### config.mk
export PLATFORM = sky130hd
export DESIGN_NAME = dsrc_top
export DESIGN_NICKNAME = d
export VERILOG_FILES = /design/src/dsrc_pkg.sv /design/src/dsrc_top.sv
export SDC_FILE = /design/constraint.sdc
export NUM_CORES = 1
export LEC_CHECK = 0
export ABC_AREA = 1
export BUFFER_PORTS_ARGS = -buffer_cell sky130_fd_sc_hd__buf_2
export CORE_AREA = 2 2 199 182
export CTS_CLUSTER_DIAMETER = 200
export DETAILED_ROUTE_END_ITERATION = 10
export DIE_AREA = 0 0 201 184
export PLACE_DENSITY_LB_ADDON = 0.25
export SYNTH_ARGS = -nofsm -noshare
export SYNTH_HDL_FRONTEND = slang
export SYNTH_SLANG_ARGS = --single-unit
### constraint.sdc
create_clock -name clk_i -period 5.63 [get_ports clk_i]
set_clock_uncertainty 0.15 [all_clocks]
set_input_delay 0.563 -clock clk_i [delete_from_list [all_inputs] [get_ports clk_i]]
set_output_delay 0.563 -clock clk_i [all_outputs]
set_load 0.1 [all_outputs]
### src/dsrc_pkg.sv
package dsrc_pkg;

  // ---------------------------------------------------------------
  // Register map (byte addresses)
  // ---------------------------------------------------------------
  localparam logic [7:0] DSRC_CTRL_OFF = 8'h00;
  localparam logic [7:0] DSRC_STAT_OFF = 8'h04;
  localparam logic [7:0] DSRC_QPTR_OFF = 8'h10;
  localparam int DSRC_FLOW_BIT = 0;
  localparam int DSRC_SORT_BIT = 1;
  localparam int DSRC_THR_LSB = 8;
  localparam logic [31:0] DSRC_CTRL_RST = 32'h0000_0000;
  localparam logic [31:0] DSRC_QPTR_RST = 32'h0000_0000;
  localparam logic [31:0] DSRC_DESC_STEP = 32'h0000_0008;
  localparam logic [31:0] DSRC_WORD_STEP = 32'h0000_0004;

  // ---------------------------------------------------------------
  // Indicate status codes
  // ---------------------------------------------------------------
  localparam logic [3:0] IS_LAST_PCROSS = 4'h0;
  localparam logic [3:0] IS_PCROSS = 4'h1;
  localparam logic [3:0] IS_HDR_END = 4'h2;
  localparam logic [3:0] IS_PCROSS_HDR = 4'h3;
  localparam logic [3:0] IS_INTERMED = 4'h4;
  localparam logic [3:0] IS_BURST = 4'h5;
  localparam logic [3:0] IS_THRESH = 4'h6;
  localparam logic [3:0] IS_SVC_OPP = 4'h7;
  localparam logic [3:0] IS_NO_DATA = 4'h8;
  localparam logic [3:0] IS_NO_HDR = 4'h9;
  localparam logic [3:0] IS_HDR_ONLY = 4'ha;
  localparam logic [3:0] IS_NO_INFO = 4'hb;
  localparam logic [3:0] IS_OVERRUN = 4'hc;
  localparam logic [3:0] IS_BAD_FRAME = 4'hd;
  localparam logic [3:0] IS_PARITY = 4'he;
  localparam logic [3:0] IS_INTERNAL = 4'hf;

  // Part tags
  localparam logic [1:0] TAG_MIDDLE = 2'b00;
  localparam logic [1:0] TAG_LAST = 2'b01;
  localparam logic [1:0] TAG_FIRST = 2'b10;
  localparam logic [1:0] TAG_ONLY = 2'b11;

  localparam logic [1:0] THIRD_INDICATE_CHANNEL = 2'h2;

  // Transmit descriptor exception codes
  localparam logic [3:0] EXC_NONE = 4'h0;
  localparam logic [3:0] EXC_CONF_CLASS = 4'h1;
  localparam logic [3:0] EXC_REQ_CLASS = 4'h2;
  localparam logic [3:0] EXC_FIRST_OPEN = 4'h3;
  localparam logic [3:0] EXC_NOT_FIRST = 4'h4;

  // Receive unit completion event
  typedef struct packed {
    logic [1:0] indicate_channel;
    logic [1:0] tag;
    logic page_cross;
    logic queue_last;
    logic header_end;
    logic frame_end;
    logic burst_bnd;
    logic svc_token;
    logic ring_reset_event;
    logic mac_frame;
    logic ring_op_change;
    logic no_data_space;
    logic no_header_space;
    logic no_unit_space;
    logic hdr_copied;
    logic info_started;
    logic fifo_overrun;
    logic bad_length;
    logic bad_fcs;
    logic parity_err;
    logic internal_err;
  } dsrc_rx_unit_t;

  // Parameters of one transmit job object
  typedef struct packed {
    logic [7:0] fc;
    logic [3:0] rqcls;
    logic [3:0] cnfcls;
    logic [3:0] uid;
  } dsrc_job_t;

  // One transmit descriptor part
  typedef struct packed {
    logic [1:0] tag;
    logic [7:0] size;
    logic [27:0] loc;
  } dsrc_part_t;

endpackage

### src/dsrc_top.sv
// The register offsets and the Wishbone register port were chosen for this implementation.
`timescale 1ns/100ps
// What this block does
// - Last queue slot with page cross pending writes 0000 and drops rest.
// - Code 0000 never goes into a middle-part descriptor.
// - Code 0001 marks a page cross, only on first or middle parts.
// - Header end writes 0010; header end with page cross writes 0011.
// - Normal end without breakpoint writes 0100.
// - Normal end with burst boundary breakpoint writes 0101.
// - Copied-frame threshold counter reaching its limit writes 0110.
// - Token, ring reset, MAC frame or ring-op change before end writes 0111.
// - Partial copy for lack of data space writes 1000, sorting off only.
// - Sorting on and no header space aborts copy, writes 1001.
// - Header fits but no data or third-channel descriptor space writes 1010.
// - Header copied, space ran out during info writes 1011.
// - Receive FIFO overrun writes 1100; software discards the frame.
// - Bad length or bad frame check sequence writes 1101.
// - Parity error writes 1110, checked only with parity flow enable set.
// - Internal receive fault writes 1111; software resets the device.
// - Job object parameters come from its first part only.
// - Each transmit part is fetched at the channel queue pointer.
// - One job object per channel per service opportunity.
// - First part with bad confirmation class or request class 0 is inconsistent.
// - First part after an unfinished object is inconsistent.
// - Non-first, non-single part after a finished object is inconsistent.
// - Inconsistency aborts the job and reports in completion status.
// - Part tags: 10 first, 00 middle, 01 last, 11 single.
module dsrc_top #(
  parameter int NUM_TX_CH = 2,
  parameter int THR_W = 8,
  parameter logic [15:0] CONF_CLASS_MASK = 16'hffff
) (
  // System clock and reset
  input wire logic clk_i,
  input wire logic rst_i,
  // Wishbone slave
  input wire logic wb_cyc_i,
  input wire logic wb_stb_i,
  input wire logic wb_we_i,
  input wire logic [7:0] wb_adr_i,
  input wire logic [3:0] wb_sel_i,
  input wire logic [31:0] wb_dat_i,
  output logic [31:0] wb_dat_o,
  output logic wb_ack_o,
  // Receive unit completion
  input wire logic rx_valid_i,
  input wire dsrc_pkg::dsrc_rx_unit_t rx_unit_i,
  output logic unit_desc_valid_o,
  output logic [3:0] indicate_status_field_o,
  output logic [1:0] unit_desc_tag_o,
  output logic rx_drop_o,
  // Transmit service opportunity
  input wire logic svc_i,
  input wire logic [$clog2(NUM_TX_CH)-1:0] svc_ch_i,
  output logic svc_busy_o,
  // Descriptor memory read port
  output logic mem_req_o,
  output logic [31:0] mem_addr_o,
  input wire logic mem_ack_i,
  input wire logic [31:0] mem_data_i,
  // Transmit results
  output logic part_valid_o,
  output dsrc_pkg::dsrc_part_t part_o,
  output dsrc_pkg::dsrc_job_t job_o,
  output logic job_done_o,
  output logic abort_o,
  output logic [3:0] completion_report_descriptor_status_o
);
  import dsrc_pkg::*;

  localparam int CH_W = $clog2(NUM_TX_CH);

  typedef enum logic [1:0] {
    DSRC_IDLE,
    DSRC_WORD0,
    DSRC_WORD1,
    DSRC_CHECK
  } dsrc_state_t;

  logic [31:0] ctrl;
  logic [31:0] qptr [NUM_TX_CH];
  logic [THR_W-1:0] thr_cnt;
  logic [3:0] last_exc;
  dsrc_state_t state;
  logic [CH_W-1:0] cur_ch;
  logic [31:0] word0;
  logic [NUM_TX_CH-1:0] prev_end;
  logic wb_hit;
  logic [31:0] next_rdata;
  logic [3:0] next_is;
  logic [1:0] next_tag;
  logic next_drop;
  logic thr_hit;
  logic normal_end;
  logic flow_en;
  logic sort_en;
  logic [THR_W-1:0] thr_limit;
  logic [1:0] chk_tag;
  logic [3:0] next_exc;

  assign flow_en = ctrl[DSRC_FLOW_BIT];
  assign sort_en = ctrl[DSRC_SORT_BIT];
  assign thr_limit = ctrl[DSRC_THR_LSB +: THR_W];

  // ---------------------------------------------------------------
  // Wishbone slave
  // ---------------------------------------------------------------
  // Registered ack: every access costs exactly one wait cycle
  assign wb_hit = wb_cyc_i && wb_stb_i && !wb_ack_o;

  always_ff @(posedge clk_i) begin
    if (rst_i) begin
      wb_ack_o <= 1'b0;
    end else begin
      wb_ack_o <= wb_hit;
    end
  end

  always_comb begin
    next_rdata = 32'h0000_0000;
    if (wb_adr_i == DSRC_CTRL_OFF) begin
      next_rdata = ctrl;
    end else if (wb_adr_i == DSRC_STAT_OFF) begin
      next_rdata = {20'h00000, last_exc, thr_cnt[7:0] & 8'hff};
      next_rdata[31] = (state != DSRC_IDLE);
    end else begin
      for (int i = 0; i < NUM_TX_CH; i++) begin
        if (wb_adr_i == DSRC_QPTR_OFF + 8'(4 * i)) begin
          next_rdata = qptr[i];
        end
      end
    end
  end

  // Unmapped reads return zero, writes there are dropped
  always_ff @(posedge clk_i) begin
    if (rst_i) begin
      wb_dat_o <= 32'h0000_0000;
    end else if (wb_hit && !wb_we_i) begin
      wb_dat_o <= next_rdata;
    end
  end

  always_ff @(posedge clk_i) begin
    if (rst_i) begin
      ctrl <= DSRC_CTRL_RST;
    end else if (wb_hit && wb_we_i && wb_adr_i == DSRC_CTRL_OFF) begin
      for (int b = 0; b < 4; b++) begin
        if (wb_sel_i[b]) begin
          ctrl[8*b +: 8] <= wb_dat_i[8*b +: 8];
        end
      end
    end
  end

  // ---------------------------------------------------------------
  // Indicate status encoding
  // ---------------------------------------------------------------
  // Errors outrank space aborts, which outrank the normal-end codes
  assign normal_end = rx_unit_i.frame_end;
  assign thr_hit = normal_end && (thr_limit != '0) && (thr_cnt + 1'b1 == thr_limit);

  always_comb begin
    next_is = IS_INTERMED;
    next_tag = rx_unit_i.tag;
    next_drop = 1'b0;
    if (rx_unit_i.internal_err) begin
      next_is = IS_INTERNAL;
    end else if (flow_en && rx_unit_i.parity_err) begin
      next_is = IS_PARITY;
    end else if (rx_unit_i.bad_length || rx_unit_i.bad_fcs) begin
      next_is = IS_BAD_FRAME;
    end else if (rx_unit_i.fifo_overrun) begin
      next_is = IS_OVERRUN;
    end else if (!sort_en && rx_unit_i.no_data_space) begin
      next_is = IS_NO_DATA;
    end else if (sort_en && rx_unit_i.no_header_space) begin
      next_is = IS_NO_HDR;
    end else if (sort_en && rx_unit_i.hdr_copied && (rx_unit_i.no_data_space ||
                 (rx_unit_i.indicate_channel == THIRD_INDICATE_CHANNEL &&
                  rx_unit_i.no_unit_space))) begin
      if (rx_unit_i.info_started) begin
        next_is = IS_NO_INFO;
      end else begin
        next_is = IS_HDR_ONLY;
      end
    end else if (rx_unit_i.queue_last && rx_unit_i.page_cross) begin
      next_is = IS_LAST_PCROSS;
      next_drop = 1'b1;
      // Never a middle part, so zero status plus zero tag stays a null
      if (rx_unit_i.tag == TAG_MIDDLE) begin
        next_tag = TAG_LAST;
      end
    end else if (normal_end) begin
      if (rx_unit_i.svc_token || rx_unit_i.ring_reset_event ||
          rx_unit_i.mac_frame || rx_unit_i.ring_op_change) begin
        next_is = IS_SVC_OPP;
      end else if (rx_unit_i.burst_bnd) begin
        next_is = IS_BURST;
      end else if (thr_hit) begin
        next_is = IS_THRESH;
      end else begin
        next_is = IS_INTERMED;
      end
    end else if (rx_unit_i.header_end) begin
      next_is = rx_unit_i.page_cross ? IS_PCROSS_HDR : IS_HDR_END;
    end else if (rx_unit_i.page_cross) begin
      next_is = IS_PCROSS;
      // A page cross always continues, so it cannot close the object
      if (rx_unit_i.tag == TAG_ONLY) begin
        next_tag = TAG_FIRST;
      end else if (rx_unit_i.tag == TAG_LAST) begin
        next_tag = TAG_MIDDLE;
      end
    end
  end

  // One code per completed unit, registered
  always_ff @(posedge clk_i) begin
    if (rst_i) begin
      unit_desc_valid_o <= 1'b0;
      indicate_status_field_o <= IS_LAST_PCROSS;
      unit_desc_tag_o <= TAG_MIDDLE;
      rx_drop_o <= 1'b0;
    end else begin
      unit_desc_valid_o <= rx_valid_i;
      rx_drop_o <= rx_valid_i && next_drop;
      if (rx_valid_i) begin
        indicate_status_field_o <= next_is;
        unit_desc_tag_o <= next_tag;
      end
    end
  end

  // Counts normally ended frames; restarts at the limit
  always_ff @(posedge clk_i) begin
    if (rst_i) begin
      thr_cnt <= '0;
    end else if (rx_valid_i && normal_end && next_is[3:2] == 2'b01) begin
      thr_cnt <= thr_hit ? '0 : thr_cnt + 1'b1;
    end
  end

  // ---------------------------------------------------------------
  // Transmit descriptor fetch and check
  // ---------------------------------------------------------------
  // Tag is judged as the second word arrives; the classes come from
  // the first word, latched one answer earlier
  assign chk_tag = mem_data_i[31:30];

  always_comb begin
    next_exc = EXC_NONE;
    if (chk_tag == TAG_FIRST || chk_tag == TAG_ONLY) begin
      if (!CONF_CLASS_MASK[word0[15:12]]) begin
        next_exc = EXC_CONF_CLASS;
      end else if (word0[11:8] == 4'h0) begin
        next_exc = EXC_REQ_CLASS;
      end else if (chk_tag == TAG_FIRST && !prev_end[cur_ch]) begin
        next_exc = EXC_FIRST_OPEN;
      end
    end else if (prev_end[cur_ch]) begin
      next_exc = EXC_NOT_FIRST;
    end
  end

  always_ff @(posedge clk_i) begin
    if (rst_i) begin
      state <= DSRC_IDLE;
      cur_ch <= '0;
      word0 <= 32'h0000_0000;
    end else begin
      case (state)
        DSRC_IDLE: begin
          if (svc_i) begin
            cur_ch <= svc_ch_i;
            state <= DSRC_WORD0;
          end
        end
        DSRC_WORD0: begin
          if (mem_ack_i) begin
            word0 <= mem_data_i;
            state <= DSRC_WORD1;
          end
        end
        DSRC_WORD1: begin
          if (mem_ack_i) begin
            // Object ends on a last or single part, or on an abort
            if (next_exc != EXC_NONE || chk_tag[0]) begin
              state <= DSRC_CHECK;
            end else begin
              state <= DSRC_WORD0;
            end
          end
        end
        DSRC_CHECK: begin
          state <= DSRC_IDLE;
        end
        default: begin
          state <= DSRC_IDLE;
        end
      endcase
    end
  end

  // Request and address hold until the answer, so slow memory is safe
  assign svc_busy_o = (state != DSRC_IDLE);
  assign mem_req_o = (state == DSRC_WORD0) || (state == DSRC_WORD1);

  always_comb begin
    mem_addr_o = qptr[cur_ch];
    if (state == DSRC_WORD1) begin
      mem_addr_o = qptr[cur_ch] + DSRC_WORD_STEP;
    end
  end

  // Queue pointers: software loads, fetch advances past each part
  generate
    for (genvar g = 0; g < NUM_TX_CH; g++) begin : g_qptr
      always_ff @(posedge clk_i) begin
        if (rst_i) begin
          qptr[g] <= DSRC_QPTR_RST;
        end else if (state == DSRC_WORD1 && mem_ack_i && cur_ch == CH_W'(g)) begin
          qptr[g] <= qptr[g] + DSRC_DESC_STEP;
        end else if (wb_hit && wb_we_i && wb_adr_i == DSRC_QPTR_OFF + 8'(4 * g)) begin
          qptr[g] <= wb_dat_i;
        end
      end

      always_ff @(posedge clk_i) begin
        if (rst_i) begin
          prev_end[g] <= 1'b1;
        end else if (state == DSRC_WORD1 && mem_ack_i && cur_ch == CH_W'(g)) begin
          // An aborted object is closed so the next one starts clean
          prev_end[g] <= chk_tag[0] || (next_exc != EXC_NONE);
        end
      end
    end
  endgenerate

  always_ff @(posedge clk_i) begin
    if (rst_i) begin
      part_valid_o <= 1'b0;
      part_o <= '0;
      job_o <= '0;
      job_done_o <= 1'b0;
      abort_o <= 1'b0;
      completion_report_descriptor_status_o <= EXC_NONE;
      last_exc <= EXC_NONE;
    end else begin
      part_valid_o <= 1'b0;
      job_done_o <= 1'b0;
      abort_o <= 1'b0;
      if (state == DSRC_WORD1 && mem_ack_i) begin
        if (next_exc != EXC_NONE) begin
          abort_o <= 1'b1;
          completion_report_descriptor_status_o <= next_exc;
          last_exc <= next_exc;
        end else begin
          part_valid_o <= 1'b1;
          part_o <= {chk_tag, word0[23:16], mem_data_i[27:0]};
          if (chk_tag[1]) begin
            job_o <= {word0[7:0], word0[11:8], word0[15:12], word0[27:24]};
          end
          if (chk_tag[0]) begin
            job_done_o <= 1'b1;
            completion_report_descriptor_status_o <= EXC_NONE;
          end
        end
      end
    end
  end

endmodule

==> impl_metrics.yaml <==
sta:
  hold_viol: 0
  slew_headroom_pct: 23.4
  period_share_pct: 79.0
  fin_ws_ns: 1.18
  finalSetupViolCount: 0
  rsz0062_at_grt: "false"
  tns_ns: 0
  maxClockFrequency_mhz: 225
  layout_min_cycle_time_ns: 4.45
  tightestPinTransition_ns: 1.15
  slew_violations: 0
setup_path:
  cp.required_ns: 4.92
  worstRegToRegCells: 10
  crit_path_max_fanout: 38
  r2r_start: "state[0]"
  path_cells: "o21ai_1 > inv_1 > ha_1 > nand2_1 > nor2_1 > inv_1 > nor2_2 > nand2_1 > nor3_2 > xnor2_1 > buf_2"
  r2r_end: "qptr[0][19]"
  reg2reg_slack_ns: 1.63
  cp-start-kind: "flip-flop"
  critPathMaxStageDelay_ns: 0.91
  path_delay_family: "flip-flops"
  criticalPathCategory: "reg -> out"
  cp_num_buf_inv: 3
  cp.arrival_ns: 3.74
  cp-end-kind: "output pin"
  crit_slowest_cell: "dfxtp_2"
pwr:
  total_power_w: 0.00596
  p_int_w: 0.00348
  powerDensity_mw_per_mm2: 389
  power.leakage_nw: 6.38
  p_seq_share_pct: 35.0
  sw_frac_of_total_pct: 41.6
  vdd_drop_max_v: 0.000306
  p_sw_w: 0.00248
  p_comb_share_pct: 32.5
  clockPowerShare_pct: 32.5
cts:
  ctsRootBufferMaster: "clkbuf_16"
  numCtsBuffers: 27
  clock-sinks: 246
  clockBufferDepth: 3
  ctsResizeCount: 0
  post_cts_buffers: 0
  cts_tree: "built"
  worstSkewPairLatency_ns: 0.56
  cts.clk_slew.worst_paths_ns: 0.06
  htree_levels: 1
  cts_hold_buffers: 0
global_route:
  grt_usage_pct: 22.3
  first_global_vias: 11430
  grt_pass1_wl_um: 65000
  antenna_found_initial: 2
  grt_overflow_total: 0
  grt_max_degree: 98
place:
  place_area_mm2: 0.0143
  gp_congestion: 0.923
  hpwl_um: 31800
  pre_cts_ws_ns: 1.69
  portBuffers: 244
floorplan:
  dieArea_mm2: 0.0370
  rows: 65
  ios: 248
  core_mm2: 0.0347
  die-width_um: 201
  start_util_pct: 36.8
  dieHeight_um: 184
logic_synthesis:
  synth-seq-area-share_pct: 43.5
  avgSynthCellArea_um2: 7.45
  ys_types: 51
  ys_warn_count: 0
  synthCells: 1716
  ys_async_sr_fraction_pct: 0
  syn-num-nets: 1832
  synth_enable_flop_cells: 64
  synth_area_mm2: 0.0128
  ys_seq_elements: 246
  synthFlopType: "dfxtp_1"
finish:
  layout-drive-gt1-share_pct: 20.4
  nNetsFinal: 2039
  syn2layout_area_growth_pct: 19.8
  final_cell_mix: "nor2_1, buf_2, nand2_1, o21ai_0, inv_1"
  final_util_pct: 44.1
  finalInstanceArea_mm2: 0.0153
  final_common_cell: "nor2_1"
run:
  maxCapViolCount: 0
detailed_routing:
  vias: 12460
  drc: 0
  ant_nets: 0
  wirelength_um: 42700
  dr.pass1.iters: 5
  wl_per_cell_um: 17.7
  drt_iter0_markers: 1031
  via_per_inst: 5.16
hold_path:
  hp-class: "in -> reg"
  hold-path-cell-count: 3
  holdPathEnd: "part_o[26]"
  min_from: "mem_data_i[26]"
run_status:
  status: "finished, final reports clean"
## Yosys cell counts, types with 2 or more instances
master    number  area, µm²
o32ai_1        3       26.3
o211ai_1       7       52.6
o22ai_1       34        213
clkbuf_1      57        214
nand4_2        2       25.0
inv_2          9       33.8
nand2_2       11       68.8
o21ai_1       18       90.1
nand4_1       14       87.6
dfxtp_1      182       3640
nand2_1      239        897
nand3_2        5       50.1
xnor2_1       11       96.3
nor4_4         2       42.5
or2_2          5       31.3
nor3_1        31        155
nor4_1        15       93.8
buf_4          2       15.0
buf_2         10       50.1
clkinv_1       2       7.51
edfxtp_1      64       1920
a31oi_1       20        125
xor2_1        36        315
a21oi_1       79        395
o21ai_2       15        131
nor3_2        14        140
ha_1           8        100
o21ai_0      215       1080
nor2_2        17        106
nor2_1       259        972
nand3_1       69        345
o21a_1         2       15.0
buf_6          6       67.6
nor2_4         7       78.8
o221ai_1      15        131
a41oi_1        3       26.3
inv_1        214        803
## metal layers
metal | GRT usage, % | part of all wire [%]
met1 | 30.5 | 45
met5 | 0 | 0.026
met2 | 34.4 | 44
met3 | 5.83 | 8.5
met4 | 6.79 | 2.6
## layout make-up
cell class | count | area, µm²
Inverter | 225 | 847
Fill cell | 3616 | 19400
Multi-Input combinational cell | 1168 | 6040
Clock inverter | 6 | 121
Antenna cell | 2 | 5.00
Tap cell | 469 | 587
Clock buffer | 44 | 851
Sequential cell | 246 | 5570
Timing Repair Buffer | 255 | 1300
## metrics by stage
step           std cells  hold WS (ns)
4_1_cts             2413        0.0625
3_5_place_dp        2363         0.289
6_report            2415        0.0831
5_1_grt             2414        0.0832
2_1_floorplan       1716         0.274
3_3_place_gp        2363         0.282
## cell families (layout without fill, tap and decap cells)
group	after synthesis	count (layout)	synth area share, %
AND/OR/NAND/NOR	694	694	24.5
AO/OA/AOI/OAI	416	416	18.2
buffers and inverters	302	530	9.46
flip-flops	246	246	43.5
XOR/XNOR	48	48	3.39
adder cells (fa/ha/maj)	8	8	0.783
other	1	3	0.0293
multiplexers	1	1	0.0783
## power by group through the flow
stage                     Combinational [W]  Sequential, W  Clock [W]
after floorplan                     0.00129        0.00240          0
after global placement              0.00192        0.00212          0
after detailed placement            0.00194        0.00212          0
after CTS                           0.00194        0.00208    0.00196
after global routing                0.00205        0.00210    0.00204
final                               0.00194        0.00209    0.00194
## how the worst max path moves through the flow
| stage | slack (ns) | startpoint | end | cells past startpoint |
|---|---|---|---|---|
| 2_1_floorplan | 1.76 | flip-flop | mem_addr_o[22] | 13 |
| 3_3_place_gp | 1.81 | flip-flop | mem_addr_o[28] | 12 |
| 3_5_place_dp | 1.69 | state[0] | qptr[0][19] | 10 |
| 4_1_cts | 1.20 | flip-flop | mem_addr_o[28] | 12 |
| 5_1_grt | 0.96 | flip-flop | mem_addr_o[22] | 11 |
| 6_report | 1.18 | flip-flop | mem_addr_o[22] | 11 |
## worst register-to-register path, stage by stage, from the launching register on
cell and delay [ns]:
dfxtp_1 0.32, inv_1 0.14, ha_1 0.51, nand2_1 0.24, nor2_1 0.37, inv_1 0.15
nor2_2 0.88, inv_1 0.61, a21oi_1 0.27, o21ai_0 0.10, o21ai_0 0.09
## flip-flops by register name (all words and copies together) (netlist names), 3 cells and up, named ones only
| name | count |
|---|---|
| wb_dat_o | 32 |
| completion_report_descriptor_status_o | 3 |
| job_o | 20 |
| thr_cnt | 8 |
| part_o | 38 |
| word0 | 28 |
| ctrl | 32 |
| last_exc | 3 |
| indicate_status_field_o | 4 |
| qptr | 64 |
(Power assumes the default switching activity.)
